### src/rtl/rsb_pkg.sv
// Constants, field layout and types for the recorder status bank.
// Assumes one system clock and a synchronous active-high reset.
package rsb_pkg;

   // Group geometry
   localparam int GRP_W  = 8;
   localparam int N_GRP  = 4;

   // Group 1 event bits
   localparam int G1_AD_DONE   = 0;
   localparam int G1_PRINT_TMO = 2;
   localparam int G1_TIMED_LOG = 3;

   // Group 2 event bits
   localparam int G2_MEAS_DROP = 0;
   localparam int G2_UNIT_CHG  = 1;
   localparam int G2_CMD_ERR   = 2;
   localparam int G2_EXEC_ERR  = 3;

   // Group 3 condition bits
   localparam int G3_CHART_END  = 1;
   localparam int G3_CHART_FEED = 5;

   // Group 4 condition bits
   localparam int G4_BASIC   = 0;
   localparam int G4_RECORD  = 1;
   localparam int G4_COMPUTE = 2;
   localparam int G4_ALARM   = 3;
   localparam int G4_HEADER  = 6;

   // Bits that carry a function in each group
   localparam logic [7:0] G1_USED = 8'h0d;
   localparam logic [7:0] G2_USED = 8'h0f;
   localparam logic [7:0] G3_USED = 8'h22;
   localparam logic [7:0] G4_USED = 8'h4f;

   // Reset values
   localparam logic [7:0] FILTER_RST = 8'hff;
   localparam logic [7:0] COND_RST   = 8'h00;

   // Filter group select codes
   localparam logic [1:0] FSEL_G1 = 2'h0;
   localparam logic [1:0] FSEL_G2 = 2'h1;
   localparam logic [1:0] FSEL_G3 = 2'h2;
   localparam logic [1:0] FSEL_G4 = 2'h3;

   // Reply text
   localparam logic [7:0] ASCII_ZERO = 8'h30;
   localparam logic [7:0] ASCII_DOT  = 8'h2e;
   localparam logic [3:0] LAST_IDX   = 4'he;
   localparam logic [1:0] DOT_POS    = 2'h3;
   localparam logic [1:0] POS_HUND   = 2'h0;
   localparam logic [1:0] POS_TENS   = 2'h1;
   localparam logic [7:0] DEC_HUND   = 8'h64;
   localparam logic [7:0] DEC_TEN    = 8'h0a;

   typedef enum logic [0:0] {
      RSB_IDLE = 1'b0,
      RSB_SEND = 1'b1
   } rsb_state_e;

endpackage : rsb_pkg

### src/rtl/rsb_status_bank.sv
// Recorder status bank: four status groups, per-connection filters,
// query snapshot and decimal text reply "ddd.ccc.bbb.aaa".
// Assumes all inputs synchronous to clk; event inputs are one-cycle
// pulses, condition inputs are levels.
// Refused queries leave every output unchanged.
module rsb_status_bank #(
   parameter int N_CONN = 2,
   parameter int CW     = 1
) (
   input  wire logic          clk,
   input  wire logic          rst,
   // Events, one-cycle pulses
   input  wire logic          ad_done,
   input  wire logic          print_timer_exp,
   input  wire logic          timed_log_exp,
   input  wire logic          meas_drop,
   input  wire logic          unit_change,
   input  wire logic          cmd_syntax_err,
   input  wire logic          cmd_exec_err,
   // Conditions, levels
   input  wire logic          out_of_paper,
   input  wire logic          feed_key_active,
   input  wire logic          basic_setting,
   input  wire logic          recording,
   input  wire logic          computing,
   input  wire logic          alarm_active,
   input  wire logic          header_printing,
   // Filter write
   input  wire logic          filter_we,
   input  wire logic [CW-1:0] filter_conn,
   input  wire logic [1:0]    filter_sel,
   input  wire logic [7:0]    filter_data,
   // Status query
   input  wire logic          status_query_command,
   input  wire logic [CW-1:0] query_conn,
   output logic               query_busy,
   output logic      [7:0]    status_g1,
   output logic      [7:0]    status_g2,
   output logic      [7:0]    status_g3,
   output logic      [7:0]    status_g4,
   // Reply text stream
   output logic      [7:0]    reply_char,
   output logic               reply_valid,
   output logic               reply_last,
   input  wire logic          reply_ready
);

   typedef struct packed {
      rsb_pkg::rsb_state_e state;
      logic [3:0]          idx;
      logic [7:0]          g1;
      logic [7:0]          g2;
      logic [7:0]          g3;
      logic [7:0]          g4;
      logic [7:0]          ch;
      logic                valid;
      logic                last;
      logic                busy;
   } rsb_main_s;

   rsb_main_s m_reg;
   rsb_main_s m_next;

   // Event set vectors
   logic [7:0] ev1;
   logic [7:0] ev2;
   // Live condition vectors
   logic [7:0] live3;
   logic [7:0] live4;

   // Per-connection slice ports
   logic [7:0] lat1_a  [N_CONN];
   logic [7:0] lat2_a  [N_CONN];
   logic [7:0] filt1_a [N_CONN];
   logic [7:0] filt2_a [N_CONN];
   logic [7:0] filt3_a [N_CONN];
   logic [7:0] filt4_a [N_CONN];
   logic       clr_a   [N_CONN];
   logic       fwe_a   [N_CONN];

   // Filtered groups of every connection
   logic [7:0] view1_a [N_CONN];
   logic [7:0] view2_a [N_CONN];
   logic [7:0] view3_a [N_CONN];
   logic [7:0] view4_a [N_CONN];

   // Groups of the queried connection
   logic [7:0] snap1;
   logic [7:0] snap2;
   logic [7:0] snap3;
   logic [7:0] snap4;

   // Connection indices in range
   logic       qconn_ok;
   logic       fconn_ok;

   logic       accept;

   // Decimal digit or period of one group value
   function automatic logic [7:0] rsb_char(
      input logic [7:0] v,
      input logic [1:0] pos
   );
      logic [7:0] d;
      logic [7:0] hund;
      logic [7:0] tens;
      logic [7:0] ones;
      d    = 8'h00;
      hund = v / rsb_pkg::DEC_HUND;
      tens = (v / rsb_pkg::DEC_TEN) % rsb_pkg::DEC_TEN;
      ones = v % rsb_pkg::DEC_TEN;
      if (pos == rsb_pkg::DOT_POS) begin
         d = rsb_pkg::ASCII_DOT;
      end else if (pos == rsb_pkg::POS_HUND) begin
         d = rsb_pkg::ASCII_ZERO + hund;
      end else if (pos == rsb_pkg::POS_TENS) begin
         d = rsb_pkg::ASCII_ZERO + tens;
      end else begin
         d = rsb_pkg::ASCII_ZERO + ones;
      end
      return d;
   endfunction : rsb_char

   // Group 1 events
   always_comb begin
      ev1 = 8'h00;
      ev1[rsb_pkg::G1_AD_DONE]   = ad_done;
      ev1[rsb_pkg::G1_PRINT_TMO] = print_timer_exp;
      ev1[rsb_pkg::G1_TIMED_LOG] = timed_log_exp;
      ev1 = ev1 & rsb_pkg::G1_USED;
   end

   // Group 2 events
   always_comb begin
      ev2 = 8'h00;
      ev2[rsb_pkg::G2_MEAS_DROP] = meas_drop;
      ev2[rsb_pkg::G2_UNIT_CHG]  = unit_change;
      ev2[rsb_pkg::G2_CMD_ERR]   = cmd_syntax_err;
      ev2[rsb_pkg::G2_EXEC_ERR]  = cmd_exec_err;
      ev2 = ev2 & rsb_pkg::G2_USED;
   end

   // Group 3 live conditions
   always_comb begin
      live3 = 8'h00;
      live3[rsb_pkg::G3_CHART_END]  = out_of_paper;
      live3[rsb_pkg::G3_CHART_FEED] = feed_key_active;
      live3 = live3 & rsb_pkg::G3_USED;
   end

   // Group 4 live conditions
   always_comb begin
      live4 = 8'h00;
      live4[rsb_pkg::G4_BASIC]   = basic_setting;
      live4[rsb_pkg::G4_RECORD]  = recording;
      live4[rsb_pkg::G4_COMPUTE] = computing;
      live4[rsb_pkg::G4_ALARM]   = alarm_active;
      live4[rsb_pkg::G4_HEADER]  = header_printing;
      live4 = live4 & rsb_pkg::G4_USED;
   end

   // Indices past the last connection are ignored
   assign qconn_ok = int'(query_conn) < N_CONN;
   assign fconn_ok = int'(filter_conn) < N_CONN;

   // Refused while a reply is still going out
   assign accept = status_query_command
                   && (m_reg.state == rsb_pkg::RSB_IDLE)
                   && qconn_ok;

   // Held groups of the queried connection clear at accept
   always_comb begin
      for (int i = 0; i < N_CONN; i++) begin
         clr_a[i] = accept && (int'(query_conn) == i);
      end
   end

   // Filter write to the addressed connection only
   always_comb begin
      for (int i = 0; i < N_CONN; i++) begin
         fwe_a[i] = filter_we && fconn_ok
                    && (int'(filter_conn) == i);
      end
   end

   // One slice per host connection
   generate
      for (genvar c = 0; c < N_CONN; c++) begin : g_conn
         rsb_conn_slice #(
            .W (rsb_pkg::GRP_W)
         ) u_slice (
            .clk    (clk),
            .rst    (rst),
            .set1   (ev1),
            .set2   (ev2),
            .clr    (clr_a[c]),
            .f_we   (fwe_a[c]),
            .f_sel  (filter_sel),
            .f_data (filter_data),
            .lat1   (lat1_a[c]),
            .lat2   (lat2_a[c]),
            .filt1  (filt1_a[c]),
            .filt2  (filt2_a[c]),
            .filt3  (filt3_a[c]),
            .filt4  (filt4_a[c])
         );
      end
   endgenerate

   // Condition AND filter per connection
   always_comb begin
      for (int i = 0; i < N_CONN; i++) begin
         view1_a[i] = lat1_a[i] & filt1_a[i] & rsb_pkg::G1_USED;
         view2_a[i] = lat2_a[i] & filt2_a[i] & rsb_pkg::G2_USED;
         view3_a[i] = live3 & filt3_a[i] & rsb_pkg::G3_USED;
         view4_a[i] = live4 & filt4_a[i] & rsb_pkg::G4_USED;
      end
   end

   // Pick the queried connection
   always_comb begin
      snap1 = 8'h00;
      snap2 = 8'h00;
      snap3 = 8'h00;
      snap4 = 8'h00;
      for (int i = 0; i < N_CONN; i++) begin
         if (int'(query_conn) == i) begin
            snap1 = view1_a[i];
            snap2 = view2_a[i];
            snap3 = view3_a[i];
            snap4 = view4_a[i];
         end
      end
   end

   // Snapshot, then text reply
   always_comb begin
      logic [7:0] val;
      logic [1:0] grp;
      val    = 8'h00;
      grp    = 2'h0;
      m_next = m_reg;
      case (m_reg.state)
         rsb_pkg::RSB_IDLE: begin
            // Nothing offered while idle
            m_next.valid = 1'b0;
            m_next.last  = 1'b0;
            if (accept) begin
               m_next.idx   = 4'h0;
               m_next.busy  = 1'b1;
               m_next.state = rsb_pkg::RSB_SEND;
               // All four groups captured together
               m_next.g1    = snap1;
               m_next.g2    = snap2;
               m_next.g3    = snap3;
               m_next.g4    = snap4;
            end
         end
         rsb_pkg::RSB_SEND: begin
            // Offered char holds until the host takes it
            if (!m_reg.valid || reply_ready) begin
               // Last char taken, link released
               if (m_reg.valid && m_reg.last) begin
                  m_next.valid = 1'b0;
                  m_next.last  = 1'b0;
                  m_next.busy  = 1'b0;
                  m_next.state = rsb_pkg::RSB_IDLE;
               end else begin
                  // Group order 4, 3, 2, 1
                  grp = m_reg.idx[3:2];
                  if (grp == 2'h0) begin
                     val = m_reg.g4;
                  end else if (grp == 2'h1) begin
                     val = m_reg.g3;
                  end else if (grp == 2'h2) begin
                     val = m_reg.g2;
                  end else begin
                     val = m_reg.g1;
                  end
                  m_next.ch    = rsb_char(val, m_reg.idx[1:0]);
                  m_next.valid = 1'b1;
                  m_next.last  = (m_reg.idx == rsb_pkg::LAST_IDX);
                  m_next.idx   = m_reg.idx + 4'h1;
               end
            end
         end
         // Unused state code falls back to idle
         default: begin
            m_next.state = rsb_pkg::RSB_IDLE;
         end
      endcase
   end

   // Synchronous reset back to idle
   always_ff @(posedge clk) begin
      if (rst) begin
         m_reg.state <= rsb_pkg::RSB_IDLE;
         m_reg.idx   <= 4'h0;
         m_reg.g1    <= rsb_pkg::COND_RST;
         m_reg.g2    <= rsb_pkg::COND_RST;
         m_reg.g3    <= rsb_pkg::COND_RST;
         m_reg.g4    <= rsb_pkg::COND_RST;
         m_reg.ch    <= 8'h00;
         m_reg.valid <= 1'b0;
         m_reg.last  <= 1'b0;
         m_reg.busy  <= 1'b0;
      end else begin
         m_reg <= m_next;
      end
   end

   // Outputs straight from the state register
   assign query_busy  = m_reg.busy;
   assign status_g1   = m_reg.g1;
   assign status_g2   = m_reg.g2;
   assign status_g3   = m_reg.g3;
   assign status_g4   = m_reg.g4;
   assign reply_char  = m_reg.ch;
   assign reply_valid = m_reg.valid;
   assign reply_last  = m_reg.last;

endmodule : rsb_status_bank

### src/rtl/rsb_conn_slice.sv
// One connection's filter set and held event groups.
// Assumes set vectors and the clear strobe are synchronous to clk.
module rsb_conn_slice #(
   parameter int W = 8
) (
   input  wire logic         clk,
   input  wire logic         rst,
   input  wire logic [W-1:0] set1,
   input  wire logic [W-1:0] set2,
   input  wire logic         clr,
   input  wire logic         f_we,
   input  wire logic [1:0]   f_sel,
   input  wire logic [W-1:0] f_data,
   output logic      [W-1:0] lat1,
   output logic      [W-1:0] lat2,
   output logic      [W-1:0] filt1,
   output logic      [W-1:0] filt2,
   output logic      [W-1:0] filt3,
   output logic      [W-1:0] filt4
);

   typedef struct packed {
      logic [W-1:0] lat1;
      logic [W-1:0] lat2;
      logic [W-1:0] f1;
      logic [W-1:0] f2;
      logic [W-1:0] f3;
      logic [W-1:0] f4;
   } rsb_slice_s;

   rsb_slice_s s_reg;
   rsb_slice_s s_next;

   always_comb begin
      s_next = s_reg;
      // Set wins over a clear in the same cycle
      s_next.lat1 = (clr ? W'(rsb_pkg::COND_RST) : s_reg.lat1) | set1;
      s_next.lat2 = (clr ? W'(rsb_pkg::COND_RST) : s_reg.lat2) | set2;
      if (f_we) begin
         if (f_sel == rsb_pkg::FSEL_G1) begin
            s_next.f1 = f_data;
         end else if (f_sel == rsb_pkg::FSEL_G2) begin
            s_next.f2 = f_data;
         end else if (f_sel == rsb_pkg::FSEL_G3) begin
            s_next.f3 = f_data;
         end else begin
            s_next.f4 = f_data;
         end
      end
   end

   always_ff @(posedge clk) begin
      if (rst) begin
         s_reg.lat1 <= W'(rsb_pkg::COND_RST);
         s_reg.lat2 <= W'(rsb_pkg::COND_RST);
         s_reg.f1   <= W'(rsb_pkg::FILTER_RST);
         s_reg.f2   <= W'(rsb_pkg::FILTER_RST);
         s_reg.f3   <= W'(rsb_pkg::FILTER_RST);
         s_reg.f4   <= W'(rsb_pkg::FILTER_RST);
      end else begin
         s_reg <= s_next;
      end
   end

   assign lat1  = s_reg.lat1;
   assign lat2  = s_reg.lat2;
   assign filt1 = s_reg.f1;
   assign filt2 = s_reg.f2;
   assign filt3 = s_reg.f3;
   assign filt4 = s_reg.f4;

endmodule : rsb_conn_slice

### config.mk
export PLATFORM = sky130hd
export DESIGN_NAME = rsb_status_bank
export DESIGN_NICKNAME = d
export VERILOG_FILES = /design/src/rtl/rsb_pkg.sv /design/src/rtl/rsb_status_bank.sv /design/src/rtl/rsb_conn_slice.sv
export SDC_FILE = /design/constraint.sdc
export NUM_CORES = 1
export LEC_CHECK = 0
export ABC_AREA = 1
export BUFFER_PORTS_ARGS = -buffer_cell sky130_fd_sc_hd__buf_2
export CAP_MARGIN = 20
export CORE_MARGIN = 4
export CORE_UTILIZATION = 45
export CTS_BUF_LIST = sky130_fd_sc_hd__clkbuf_8
export DETAILED_ROUTE_END_ITERATION = 8
export MAX_ROUTING_LAYER = met4
export PLACE_DENSITY = 0.68
export SETUP_SLACK_MARGIN = 0.3
export SYNTH_ARGS = -nofsm -noshare
export SYNTH_HDL_FRONTEND = slang
export SYNTH_SLANG_ARGS = --single-unit
### constraint.sdc
create_clock -name clk -period 3.04 [get_ports clk]
set_input_delay 0.456 -clock clk [delete_from_list [all_inputs] [get_ports clk]]
set_output_delay 0.456 -clock clk [all_outputs]
set_load 0.02 [all_outputs]
==> impl_metrics.json <==
{
  "status": "finished clean",
  "setup.worst_path.start_class": "register",
  "ys_warn_count": 0,
  "rsz0062_at_grt": "false",
  "totalWireLength_um": 7916,
  "leakagePower_nw": 1.883,
  "finalCriticalPeriod_ns": 2.393,
  "core_area_sq_mm": 0.007408,
  "setup_viol_count_final": 0,
  "synth-seq-cells": 72,
  "hpwl_um": 5924,
  "hold_buffers": 0,
  "cts_buffers": 9,
  "clk_latency_ns": 0.34,
  "clock-root-buffer": "clkbuf_8",
  "wl_per_cell_um": 12.81,
  "syn2layout_area_growth_pct": 8.576,
  "setup-tns-final_ns": 0,
  "relSlewSlack_pct": 47.29,
  "seq_power_share_pct": 51.2,
  "die-area_sq_mm": 0.009291,
  "synth_area_leaders": "dfxtp_1, nand2_1, buf_4",
  "drive_gt1_share_pct": 17.73,
  "fill_cells": 762,
  "synth_area_leader_cell": "dfxtp_1",
  "grt_pass1_vias": 2843,
  "syn_area_per_cell_sq_um": 7.310,
  "ys_types": 27,
  "io_pins": 74,
  "p_int_mw": 1.420,
  "syn_area_sq_mm": 0.003516,
  "nets": 556,
  "yosysSeqAreaShare_pct": 41.00,
  "row_count": 31,
  "cp-end-kind": "register",
  "synth_cells": 481,
  "largest_reg_flops": 10,
  "tritoncts": "done",
  "dr.pass1.iters": 5,
  "timing.fmax_mhz": 417.8,
  "grt_antenna_before_repair": 0,
  "grt_use_total_pct": 18.68,
  "drc": 0,
  "power_frac_comb_pct": 18.0,
  "r2r_cells": 14,
  "switching_power_mw": 0.6092,
  "crit_arrival_ns": 2.66,
  "cap_violations": 0,
  "drt_iter0_drc": 133,
  "p_sw_share_pct": 30.02,
  "min_path_cells": 3,
  "tightestPinTransition_ns": 0.7898,
  "avgViaCountPerCell": 4.896,
  "diodes": 0,
  "path_clk_slew_ns": 0.07,
  "grt_first_pass_wirelength_um": 13030,
  "die_y_um": 96.39,
  "min_path_type": "in2reg",
  "cts_sinks": 72,
  "clk_path_buf_depth": 2,
  "port_buffers": 53,
  "grt-ovfl-total": 0,
  "multiInputGateArea_sq_mm": 0.001585,
  "critical_path_class": "reg2reg",
  "synth_top_cell_area_share_pct": 41.00,
  "grt_max_degree": 31,
  "finalHoldViolCount": 0,
  "p_clk_share_pct": 30.8,
  "gp_congestion": 0.8895,
  "p_per_area_mw_per_mm2": 531.7,
  "timing.final.crit_share_pct": 78.72,
  "vias": 3026,
  "worstPathMaxFanout": 6,
  "die_w_um": 96.39,
  "seq_area_sq_mm": 0.001443,
  "finClkSkew_ns": 0.004778,
  "start_util_pct": 47.46,
  "cts_max_level": 3,
  "whs_ns": 0.3434,
  "max-vdd-ir-drop_mv": 0.2582,
  "required_ns": 3.31,
  "slew_violations": 0,
  "antenna_left": 0
}
power groups by stage:
| stage | registers, mW | logic [mW] | clock network [mW] |
|---|---|---|---|
| after global routing | 1.05 | 0.416 | 0.691 |
| after floorplan | 1.05 | 0.305 | 0 |
| after CTS | 1.04 | 0.366 | 0.644 |
| after global placement | 1.06 | 0.359 | 0 |
| final | 1.04 | 0.365 | 0.625 |
| after detailed placement | 1.06 | 0.364 | 0 |
logic make-up after synthesis:
logic type | after synthesis | synth area share, %
xor gates and xnor gates | 1 | 0.2492
AOI/OAI and AO/OA | 62 | 9.715
other | 1 | 0.1067
and+or+nand+nor | 231 | 30.00
DFF | 72 | 41.00
adders and majority gates | 9 | 3.203
buffers and inverters | 105 | 15.73
stage by stage:
stage	instance area (sq um)	cells	utilization [%]	power (mW)	setup WS (ns)
2_1_floorplan	3580	498	-	1.357	0.8482
6_report	3817	618	51.53	2.030	0.6468
3_5_place_dp	3662	604	49.43	1.425	0.5558
5_1_grt	3817	618	51.53	2.153	0.3489
3_3_place_gp	3662	604	49.43	1.418	0.6003
4_1_cts	3816	618	51.51	2.049	0.5346
cell type report:
type                       count  share of cell area, %
multi-input combinational    321                  41.53
sequential                    72                  37.79
timing repair buffer          59                  8.128
inverter                      53                  5.277
clock buffer                  10                  3.605
tap                           99                  3.245
clock inverter                 4                 0.4261
metal layers:
layer / wire [um] / track usage, % / part of all wire (%)
met3: 421 / 3.331 / 5.3
met2: 3790 / 29.73 / 48
met4: 113 / 7.710 / 1.4
met5: 0 / - / 0
met1: 3590 / 23.48 / 45
layout by cell type, fill, tap and decap left out, types with 9 or more instances in the layout:
| cell | n |
|---|---|
| dfxtp_1 | 71 |
| clkbuf_8 | 10 |
| nand2_1 | 123 |
| nor2_1 | 19 |
| buf_2 | 53 |
| inv_1 | 54 |
| conb_1 | 18 |
| ha_1 | 9 |
| a21oi_1 | 28 |
| o21ai_0 | 17 |
| nand3_1 | 58 |
Yosys cell counts, drive strengths merged:
cell / number
a31oi: 7
xor2: 1
buf: 43
conb: 1
o21ai: 17
nor3: 7
clkbuf: 9
a21oi: 28
inv: 53
ha: 9
nor2: 23
nand4: 5
nand2: 133
a211oi: 1
dfxtp: 72
o22ai: 2
nand3: 61
or2: 2
a22oi: 7
path summary, 6_finish.rpt:
kind / slack (ns) / to / from
min reg2reg: 0.46 / g_conn[0].u_slice.filt4[0] / g_conn[0].u_slice.filt4[0]
max reg2reg: 0.65 / reply_char[6] / m_reg[45]
max: 0.65 / reply_char[6] / m_reg[45]
min: 0.34 / g_conn[1].u_slice.filt4[6] / filter_data[6]
worst max-delay path: stages (launching register included):
cell and delay [ns]:
dfxtp_1 0.53, nor2_4 0.11, nand2_1 0.10, nand3_1 0.07
nor2_1 0.10, nor2_1 0.07, ha_1 0.28, nand2_2 0.07
nand2_4 0.09, nand2_2 0.08, a21oi_1 0.15, nand3_1 0.10
ha_1 0.19, or2_2 0.29, a21oi_1 0.12
repair_timing:
action | 4_1_cts | 5_1_grt
setup endpoints to repair | 0 | 1
gates resized for setup | 0 | 1
setup buffers | 0 | 0
(Power assumes the default switching activity.)
